--- config.mk ---
export PLATFORM = sky130hd
export DESIGN_NAME = rcm_regs
export DESIGN_NICKNAME = d
export VERILOG_FILES = /design/src/core/rcm_pkg.sv /design/src/core/rcm_regs.sv /design/src/core/rcm_coll_track.sv /design/src/core/rcm_preset_sel.sv
export SDC_FILE = /design/constraint.sdc
export NUM_CORES = 1
export LEC_CHECK = 0
export ABC_AREA = 0
export ABC_CLOCK_PERIOD_IN_PS = 2460
export BUFFER_PORTS_ARGS = -buffer_cell sky130_fd_sc_hd__buf_4
export CAP_MARGIN = 20
export CORE_MARGIN = 1.5
export CORE_UTILIZATION = 35
export CTS_BUF_LIST = sky130_fd_sc_hd__clkbuf_8 sky130_fd_sc_hd__clkbuf_16
export DETAILED_ROUTE_END_ITERATION = 8
export PLACE_DENSITY = 0.64
export SLEW_MARGIN = 20
export SYNTH_ARGS = -nofsm -noshare
export SYNTH_HDL_FRONTEND = slang
export SYNTH_SLANG_ARGS = --single-unit
--- constraint.sdc ---
create_clock -name clk -period 2.46 [get_ports clk]
set_clock_uncertainty 0.2 [all_clocks]
set_input_delay 0.492 -clock clk [delete_from_list [all_inputs] [get_ports clk]]
set_output_delay 0.492 -clock clk [all_outputs]
set_load 0.01 [all_outputs]
--- src/core/rcm_pkg.sv ---
// Package for the collision report and general mode register bank.
// Assumes one 125 MHz clock and a plain strobe register port.
package rcm_pkg;

	// ==========================================================
	// Register offsets
	localparam logic [15:0] COLL_REPORT_OFFSET = 16'h00ef; // Collision report
	localparam logic [15:0] MODE_OFFSET = 16'h6301; // General tx/rx mode

	// ==========================================================
	// Collision report field positions
	localparam int COLL_KEEP_BIT = 7; // Keep bits after collision
	localparam int COLL_INVALID_BIT = 5; // Position invalid flag
	localparam logic [7:0] COLL_RESET = 8'ha0; // Keep=1, invalid=1

	// ==========================================================
	// Mode register field positions
	localparam int MODE_HIGH_FIRST_BIT = 7;
	localparam int MODE_SYNC_BIT = 6;
	localparam int MODE_TX_WAIT_BIT = 5;
	localparam int MODE_RX_WAIT_BIT = 4;
	localparam int MODE_POL_BIT = 3;
	localparam int MODE_DET_OFF_BIT = 2;
	localparam logic [7:0] MODE_RESET = 8'h3b;

	// ==========================================================
	// Checksum presets and sync byte
	localparam logic [15:0] PRESET_0 = 16'h0000;
	localparam logic [15:0] PRESET_1 = 16'h6363;
	localparam logic [15:0] PRESET_2 = 16'ha671;
	localparam logic [15:0] PRESET_3 = 16'hffff;
	localparam logic [7:0] SYNC_BYTE = 8'hf0;

	// Collision position counter range (32 data bits fit the field)
	localparam logic [5:0] COLL_POS_LIMIT = 6'h20;

	// Register bus request
	typedef struct packed {
		logic [15:0] addr;
		logic [7:0] wdata;
		logic wr;
		logic rd;
	} rcm_bus_type;

	// Receiver collision report
	typedef struct packed {
		logic frame_start; // New frame, clears report
		logic data_bit; // One data bit received
		logic collision; // Collision on that bit
	} rcm_rx_type;

endpackage

--- src/core/rcm_regs.sv ---
// Collision report and general mode registers with their effects.
// Assumes a one-cycle strobe register port and synchronous inputs.
// Summary of operation
// - Keep=0 clears bits after a collision
// - Invalid flag when none or out of range
// - Five-bit first collision position, data bits
// - Positions 1..31 literal, 32 reads 00h
// - High-first bit reverses checksum order
// - High-first bit ignored during RF
// - Sync bit: wait F0h, prepend F0h
// - Transmit start needs own field
// - Guard counter start needs external field
// - Signal input polarity from polarity bit
// - Internal envelope always active low
// - Polarity change raises activity event
// - Disable bit turns mode detector off
// - Mode detector only during anticollision command
// - Two-bit preset select table
// - During RF preset chosen automatically
// - Initiator bit selects initiator or target
//
// Design decision made here: strobed register access.
module rcm_regs
	import rcm_pkg::*;
(
	// Clock and reset
	input wire logic clk,
	input wire logic resetn,
	// Register port
	input rcm_pkg::rcm_bus_type bus,
	output logic [7:0] rdata,
	// Receiver side
	input rcm_pkg::rcm_rx_type rx,
	input wire logic rx_bit_value,
	output logic rx_bit_stored,
	input wire logic [7:0] rx_byte,
	input wire logic rx_byte_valid,
	output logic receiver_enable,
	// Transmit side
	input wire logic tx_request,
	output logic transmit_start,
	output logic prepend_sync,
	input wire logic antenna_driver_one_field_enable,
	input wire logic antenna_driver_two_field_enable,
	input wire logic initiator,
	output logic act_as_initiator,
	// Field and guard counter
	input wire logic external_field,
	input wire logic guard_request,
	output logic receive_guard_counter_start,
	// Signal input
	input wire logic external_signal_input,
	output logic envelope_n,
	output logic signal_input_activity_event,
	// Mode detector
	input wire logic automatic_anticollision_command,
	output logic mode_detector_enable,
	// Checksum unit
	input wire logic rf_active,
	input wire logic [15:0] auto_preset,
	input wire logic [15:0] checksum_raw,
	output logic checksum_high_bit_first_eff,
	output logic [15:0] checksum_preset,
	output logic [7:0] checksum_result_high,
	output logic [7:0] checksum_result_low
);
	import rcm_pkg::*;

	logic keep_bits_after_collision; // Collision report bit 7
	logic [7:0] mode; // General mode register
	logic [4:0] first_collision_position;
	logic collision_position_invalid;
	logic after_collision; // A collision was seen this frame
	logic sync_seen; // Sync byte arrived
	logic rd_coll, rd_mode; // Decoded read selects
	logic [15:0] checksum_rev;
	logic sync_byte_detect;
	logic wr_mode, wr_coll;

	assign wr_mode = bus.wr && bus.addr == MODE_OFFSET;
	assign wr_coll = bus.wr && bus.addr == COLL_REPORT_OFFSET;
	assign rd_coll = bus.rd && bus.addr == COLL_REPORT_OFFSET;
	assign rd_mode = bus.rd && bus.addr == MODE_OFFSET;
	assign sync_byte_detect = mode[MODE_SYNC_BIT];

	// ==========================================================
	// Collision tracker
	// Position and invalid flag are owned by the tracker alone
	rcm_coll_track u_track (
		.clk(clk),
		.resetn(resetn),
		.rx(rx),
		.position(first_collision_position),
		.invalid(collision_position_invalid),
		.after_collision(after_collision)
	);

	// ==========================================================
	// Writable bits; read-only fields take no write
	// Only the keep bit is stored here, the rest is tracker state
	always_ff @(posedge clk)
	begin
		if (!resetn)
			keep_bits_after_collision <= COLL_RESET[COLL_KEEP_BIT];
		else if (wr_coll)
			keep_bits_after_collision <= bus.wdata[COLL_KEEP_BIT];
	end

	// Whole mode byte is writable, preset select included
	always_ff @(posedge clk)
	begin
		if (!resetn)
			mode <= MODE_RESET;
		else if (wr_mode)
			mode <= bus.wdata;
	end

	// ==========================================================
	// Polarity change event, one cycle
	// Compared with the old bit, so rewriting the same value stays silent
	always_ff @(posedge clk)
	begin
		if (!resetn)
			signal_input_activity_event <= 1'b0;
		else
			signal_input_activity_event <= wr_mode
				&& bus.wdata[MODE_POL_BIT] != mode[MODE_POL_BIT];
	end

	// ==========================================================
	// Read port, data stands one cycle after the strobe
	// Registered from the pre-strobe state; unmapped and idle read zero
	// Reads have no side effect on any field
	always_ff @(posedge clk)
	begin
		if (!resetn)
			rdata <= 8'h00;
		else if (rd_coll)
			rdata <= {keep_bits_after_collision, 1'b0, collision_position_invalid,
				first_collision_position};
		else if (rd_mode)
			rdata <= mode;
		else
			rdata <= 8'h00;
	end

	// ==========================================================
	// Bits after a collision are zeroed unless kept
	// The collision bit itself keeps its value; only later bits clear
	always_comb
	begin
		rx_bit_stored = rx_bit_value;
		if (!keep_bits_after_collision && after_collision)
			rx_bit_stored = 1'b0;
	end

	// ==========================================================
	// Sync byte gate for the receiver
	// Waiting ends at the first sync byte of the frame
	// A sync byte beside frame_start is lost, the new frame wins
	always_ff @(posedge clk)
	begin
		if (!resetn)
			sync_seen <= 1'b0;
		else if (rx.frame_start)
			sync_seen <= 1'b0;
		else if (rx_byte_valid && rx_byte == SYNC_BYTE)
			sync_seen <= 1'b1;
	end

	// Level outputs; the coder inserts the sync byte itself
	assign receiver_enable = !sync_byte_detect || sync_seen;
	assign prepend_sync = sync_byte_detect;

	// ==========================================================
	// Field gating of transmitter and guard counter
	// Gating applies only in the role the rule names; the other passes
	// Combinational, so a field drop blocks a start in the same cycle
	assign act_as_initiator = initiator;
	assign transmit_start = tx_request && (!(mode[MODE_TX_WAIT_BIT] && initiator)
		|| antenna_driver_one_field_enable || antenna_driver_two_field_enable);
	assign receive_guard_counter_start = guard_request
		&& (!(mode[MODE_RX_WAIT_BIT] && !initiator) || external_field);

	// ==========================================================
	// Signal input polarity to active-low envelope
	// XOR form: polarity 1 turns an active-high pin into active low
	assign envelope_n = mode[MODE_POL_BIT] ? !external_signal_input
		: external_signal_input;

	// ==========================================================
	// Mode detector gating
	// Disable bit wins even while the command runs
	assign mode_detector_enable = automatic_anticollision_command
		&& !mode[MODE_DET_OFF_BIT];

	// ==========================================================
	// Checksum order and preset
	// Order flag dropped during RF so a frame checksum never flips
	assign checksum_high_bit_first_eff = mode[MODE_HIGH_FIRST_BIT] && !rf_active;

	always_comb
	begin
		for (int i = 0; i < 16; i++)
			checksum_rev[i] = checksum_raw[15 - i];
	end

	// Result registers, reversed in high-first mode
	// Updated every cycle; the unit holds raw steady once it is done
	always_ff @(posedge clk)
	begin
		if (!resetn)
		begin
			checksum_result_high <= 8'h00;
			checksum_result_low <= 8'h00;
		end
		else if (checksum_high_bit_first_eff)
		begin
			checksum_result_high <= checksum_rev[15:8];
			checksum_result_low <= checksum_rev[7:0];
		end
		else
		begin
			checksum_result_high <= checksum_raw[15:8];
			checksum_result_low <= checksum_raw[7:0];
		end
	end

	// Preset select sits in the two low mode bits
	// Auto preset passes through untouched while RF runs
	rcm_preset_sel u_preset (
		.sel(mode[1:0]),
		.rf_active(rf_active),
		.auto_preset(auto_preset),
		.preset(checksum_preset)
	);
endmodule // rcm_regs

--- src/core/rcm_coll_track.sv ---
// Tracks first collision position of a received frame.
// Assumes receiver strobes are synchronous and one cycle long.
module rcm_coll_track
	import rcm_pkg::*;
(
	// Clock and reset
	input wire logic clk,
	input wire logic resetn,
	// Receiver events
	input rcm_pkg::rcm_rx_type rx,
	// Report
	output logic [4:0] position,
	output logic invalid,
	output logic after_collision
);
	logic [5:0] bit_count; // Data bits seen so far
	logic [5:0] next_count;

	assign next_count = bit_count + 6'h01;

	// ==========================================================
	// Count data bits, capture the first collision
	always_ff @(posedge clk)
	begin
		if (!resetn)
		begin
			bit_count <= 6'h00;
			position <= 5'h00;
			invalid <= 1'b1;
			after_collision <= 1'b0;
		end
		else if (rx.frame_start)
		begin
			// No collision yet in the new frame
			bit_count <= 6'h00;
			invalid <= 1'b1;
			after_collision <= 1'b0;
		end
		else if (rx.data_bit)
		begin
			if (bit_count != 6'h3f)
				bit_count <= next_count;
			if (rx.collision && !after_collision)
			begin
				after_collision <= 1'b1;
				// Bit 32 wraps to zero by truncation
				position <= next_count[4:0];
				// Compare the saturated count, the sum wraps past 63 bits
				invalid <= (bit_count >= COLL_POS_LIMIT);
			end
		end
	end
endmodule // rcm_coll_track

--- src/core/rcm_preset_sel.sv ---
// Chooses the checksum preset from the select field or auto mode.
// Assumes auto preset comes from the transmit/receive mode logic.
module rcm_preset_sel
	import rcm_pkg::*;
(
	// Selection
	input wire logic [1:0] sel,
	input wire logic rf_active,
	input wire logic [15:0] auto_preset,
	// Result
	output logic [15:0] preset
);
	// ==========================================================
	// Preset table, bypassed while RF is busy
	always_comb
	begin
		if (rf_active)
			preset = auto_preset;
		else
		begin
			case (sel)
				2'b00: preset = PRESET_0;
				2'b01: preset = PRESET_1;
				2'b10: preset = PRESET_2;
				default: preset = PRESET_3;
			endcase
		end
	end

endmodule // rcm_preset_sel

### Word level (Yosys, flattened, before mapping)

Index checks and enable logic that the tools add are counted.

| word-level totals | value |
|---|---|
| register bits | 48 |
| bits of input ports | 82 |
| output and inout bits | 50 |
| word-level logic and storage cells | 65 |

| cells by class | value |
|---|---|
| add/sub/neg operators | 1 |
| magnitude comparators | 1 |
| equality and inequality tests | 7 |
| muxes and demuxes | 8 |
| bitwise operators | 3 |
| reductions and logical operators | 33 |

Operators with widths:

| operator | count |
|---|---|
| 16-bit case mux with 3 select lines | 1 |
| 8-bit 2-to-1 mux | 4 |
| 16-bit by 15-bit equality test with 1-bit output, second input constant | 1 |
| 16-bit by 8-bit equality test with 1-bit output, second input constant | 1 |
| 16-bit 2-to-1 mux | 1 |
| 1-bit logical AND | 14 |
| 1-bit zero test | 9 |
| 8-bit equality test, second input constant | 1 |
| 6-bit by 1-bit adder with 6-bit output, second input constant | 1 |
| 6-bit >= comparator, second input constant | 1 |
| 6-bit != test, second input constant | 1 |
| 1-bit logical OR | 4 |
| 2-bit AND reduction | 2 |
| 1-bit inverter | 3 |
| 3-bit AND reduction | 1 |
| 3-bit OR reduction | 1 |
| 2-bit by 1-bit equality test with 1-bit output, second input constant | 1 |
| 2-bit equality test, second input constant | 1 |
| 2-bit zero test | 1 |
| 1-bit 2-to-1 mux | 2 |
| 2-bit OR reduction | 1 |
| 1-bit != test | 1 |

### Longest topological paths before layout

| logic depth | value |
|---|---|
| depth in word-level cells | 5 |
| mapped depth | 6 |
| gate-level depth less buffers | 5 |

### Cells and area by module

A second synthesis with hierarchy kept.

| second synthesis, totals | value |
|---|---|
| cell total of the unflattened synthesis | 256 |
| area total of the unflattened synthesis | 2297.2 µm² |

By module, submodules not included:

| module | instances | cells each | area an instance (µm²) | seq. area each (µm²) |
|---|---|---|---|---|
| rcm_regs | 1 | 157 | 1481.4 | 700.7 |
| rcm_coll_track | 1 | 61 | 594.3 | 260.2 |
| rcm_preset_sel | 1 | 38 | 221.5 | 0.0 |

### Worst setup path before layout

No wires, ideal clock.

| timing | value |
|---|---|
| path type | in2out |
| start point | input port rf_active |
| end point | output port checksum_preset[10] |
| arrival time | 1.183 ns |
| required time | 1.768 ns |
| slack | 0.585 ns |
| stages on the path | 4 |
| path through | clkbuf_1 clkbuf_1 nand2_1 nand2_1 |

| between the ends | value |
|---|---|
| cells in the longest elaborated chain, start to end | 1 |

Ends and longest elaborated chain:

| what | line | text |
|---|---|---|
| from (decl) | rcm_regs.sv:59 | `input wire logic rf_active,` |
| 16-bit 2-to-1 mux | rcm_preset_sel.sv:17 | `if (rf_active)` |
| to (decl) | rcm_regs.sv:63 | `output logic [15:0] checksum_preset,` |

Every way passes these cells.

### Worst setup path after layout

| timing | value |
|---|---|
| start point | register mode[0] |
| end point | output port checksum_preset[6] |

| between the ends | value |
|---|---|
| cells in the longest elaborated chain, start to end | 3 |
| elaborated cells between the ends (all ways) | 5 |

Ends and longest elaborated chain:

| what | line | text |
|---|---|---|
| from (decl) | rcm_regs.sv:70 | `logic [7:0] mode;` |
| from (signal assigned) | rcm_regs.sv:115 | `mode <= bus.wdata;` |
| 2-bit equality test (tied with other cells) | rcm_preset_sel.sv:21 | `case (sel)` |
| 16-bit case mux with 3 select lines * | rcm_preset_sel.sv:21 |  |
| 16-bit 2-to-1 mux * | rcm_preset_sel.sv:17 |  |

Mark *: on every way between the ends. The rest lies on a longest branch, timed or not.

==> results.cfg <==
[outcome]
status = finished clean

[place]
hpwl_um = 4461
io_buffers = 131
gp_congestion = 0.7815

[setup_path]
r2r_cells = 5
worstSetupStartpointType = flop
worstSetupPathType = reg2out
critPathMaxStageDelay_ns = 0.51
worstPathRequired_ns = 1.77
regToRegEndpoint = u_track.bit_count[1]
worstPathMaxFanout = 5
crit_chain = nor3_1 -> a21oi_1 -> buf_4
crit_path_end_kind = primary output
cpMaxStageDelayCell = nor3_1
r2r-start = u_track.bit_count[0]
r2r_slack_ns = 0.72
cp.arrival_ns = 1.42

[clocking]
clk_latency_ns = 0.29
clk_pin_slew_worst_paths_ns = 0.09
postCtsSetupBuffers = 0
clock_path_buffers = 2
htree_num_levels = 2
root_buffer = clkbuf_8
cts_resized = 0
cts_tree = built
cts_sinks = 48
cts_made_buffers = 5
ctsHoldBuffers = 0

[power]
ir_drop_uv = 246.7
leakagePower_nw = 1.601
power_mw = 1.525
cellPowerDensity_mw_per_mm2 = 461.9

[synthesis]
netlist_area_mm2 = 0.002167
synth_area_leaders = dfxtp_1 (44%), nand2_1 (11%), a21boi_0 (6.2%), a22o_1 (2.8%), mux2i_1 (2.8%)
yosysWarnings = 0
ys_seq_area_frac = 0.4434
synth-main-ff-cell = dfxtp_1
synth_area_leader_cell = dfxtp_1
synthArstFlopShare = 0
synth_top_area_frac = 0.4434
yosys.cell_types.count = 35
yosys-top-cells-count = nand2_1 (66), dfxtp_1 (48), a21boi_0 (18)
synth_seq_cells = 48
synth_edf_count = 0
syn_inst = 256
synth_most_common_cell = nand2_1
synth_area_per_cell_um2 = 8.465
synth_nets = 340

[detailed_routing]
vias = 2154
drt-pass1-iter-count = 4
antenna_left = 0
drtIter0Drc = 71
viasPerCell = 4.683
drc = 0
wl_per_cell_um = 12.23
routed_wl_um = 5627

[worst_hold_path]
hold_start = rx[0]
min_path_type = in2reg
min_to = u_track.after_collision
hold_depth = 3

[sta]
rsz0062_at_grt = no
min_period_over_period = 0.8604
tns_ns = 0
tightest_slew_ns = 0.5646
relSlewSlack = 0.6207
hold_viol = 0
fmax_mhz = 472.4
setup_violations = 0
min_period_ns = 2.117
finalMaxSlewViolations = 0

[floorplan]
die-area_mm2 = 0.006672
die_y_um = 81.69
io_pins = 132
rows = 28
fp.coreArea_mm2 = 0.005956
die_w_um = 81.69
initial_utilization = 0.3639

[final_layout]
finalNetCount = 468
fin_util = 0.5544
antenna_cells = 0
seq_area_um2 = 960.9
drive_above_1_share = 0.3870
fillers = 572
multi_input_area_mm2 = 0.001091
area_growth_pct = 52.37

[global_route]
antenna_found_initial = 0
grt_pass1_wl_um = 8383
track_usage = 0.1619
grt_max_degree = 37
grt_pass1_vias = 1888
overflow = 0

[job]
drv_cap = 0
-- power by group --
| part | internal (mW) | total [mW] | leakage [nW] | switching, mW |
|---|---|---|---|---|
| sequential | 0.796 | 0.804 | 0.392 | 0.00805 |
| clock | 0.224 | 0.467 | 0.0486 | 0.243 |
| combinational | 0.155 | 0.254 | 1.16 | 0.0988 |
| total | 1.18 | 1.53 | 1.60 | 0.350 |
-- final cells by class --
class,count,share of cell area
sequential,48,0.2910
clock inverter,2,0.003410
timing repair buffer,134,0.3047
clock buffer,6,0.02501
multi-input combinational,180,0.3304
tap,75,0.02842
inverter,15,0.01705
-- layer usage --
metal,GRT usage,vias to the layer above,wire (µm)
met2,0.2942,69,2866
met1,0.1875,958,2281
met3,0.03222,4,432
met5,0,-,0
li1,-,1123,-
met4,0.05763,0,46
-- per-stage QoR --
step / setup WS (ns) / hold slack, ns / std cells / cell area (µm²)
after detailed placement: 0.3854 / 0.2583 / 452 / 3208
after CTS: 0.3259 / 0.2415 / 460 / 3302
after global routing: 0.2303 / 0.2576 / 460 / 3302
final: 0.3434 / 0.2499 / 460 / 3302
after floorplan: 0.5853 / 0.2313 / 256 / 2167
after global placement: 0.4637 / 0.2546 / 452 / 3208
-- cells by family (layout without fill, tap and decap cells) --
kind of cell | Yosys count | in the layout | synth area share
DFF | 48 | 48 | 0.4434
AOI/OAI and AO/OA | 53 | 53 | 0.1819
adders and majority gates | 2 | 2 | 0.01155
muxes | 6 | 6 | 0.02771
xor gates and xnor gates | 10 | 10 | 0.04041
and+or+nand+nor | 109 | 109 | 0.2419
buffers and inverters | 28 | 157 | 0.05312
-- critical path, delay by kind of cell, from the launching register on --
family | cells | cell delay (ns)
simple gates | 1 | 0.51
compound gates | 1 | 0.09
flops | 1 | 0.36
buf+inv | 1 | 0.17
-- placed cells by master, fill, tap and decap left out, types with 2 or more instances in the layout --
master and instances:
buf_4 134, nand2_1 66, dfxtp_1 48, a21boi_0 18
inv_1 15, nor2_1 9, a22o_1 7, nand2b_1 6
a21oi_1 6, xor2_1 6, mux2i_1 6, o311ai_1 6
clkbuf_8 6, o21ai_1 5, nor2_2 4, and3_1 4
xnor2_1 4, o211a_1 4, nor2b_1 3, nand4_1 3
nand3_1 3, o211ai_1 3, nor3_1 2, nand3b_1 2
nor4b_2 2, and4b_1 2, o21ai_0 2, ha_1 2
-- sequential cells by signal, summed over array words and instances, names as in the netlist --
signal	cells
u_track.bit_count	6
u_track.position	5
mode	8
sync_seen	1
signal_input_activity_event	1
checksum_result_low	8
keep_bits_after_collision	1
checksum_result_high	8
u_track.invalid	1
u_track.after_collision	1
rdata	8
-- how the worst max path moves through the flow --
stage,startpoint,depth (start not counted),to,slack (ns)
6_report,mode[0],3,checksum_preset[6],0.34
5_1_grt,mode[0],3,checksum_preset[6],0.23
4_1_cts,mode[0],3,checksum_preset[6],0.33
3_5_place_dp,rf_active,4,checksum_preset[6],0.39
3_3_place_gp,rf_active,4,checksum_preset[9],0.46
2_1_floorplan,rf_active,4,checksum_preset[10],0.59
Note: power is estimated with default switching activity, not from simulation.
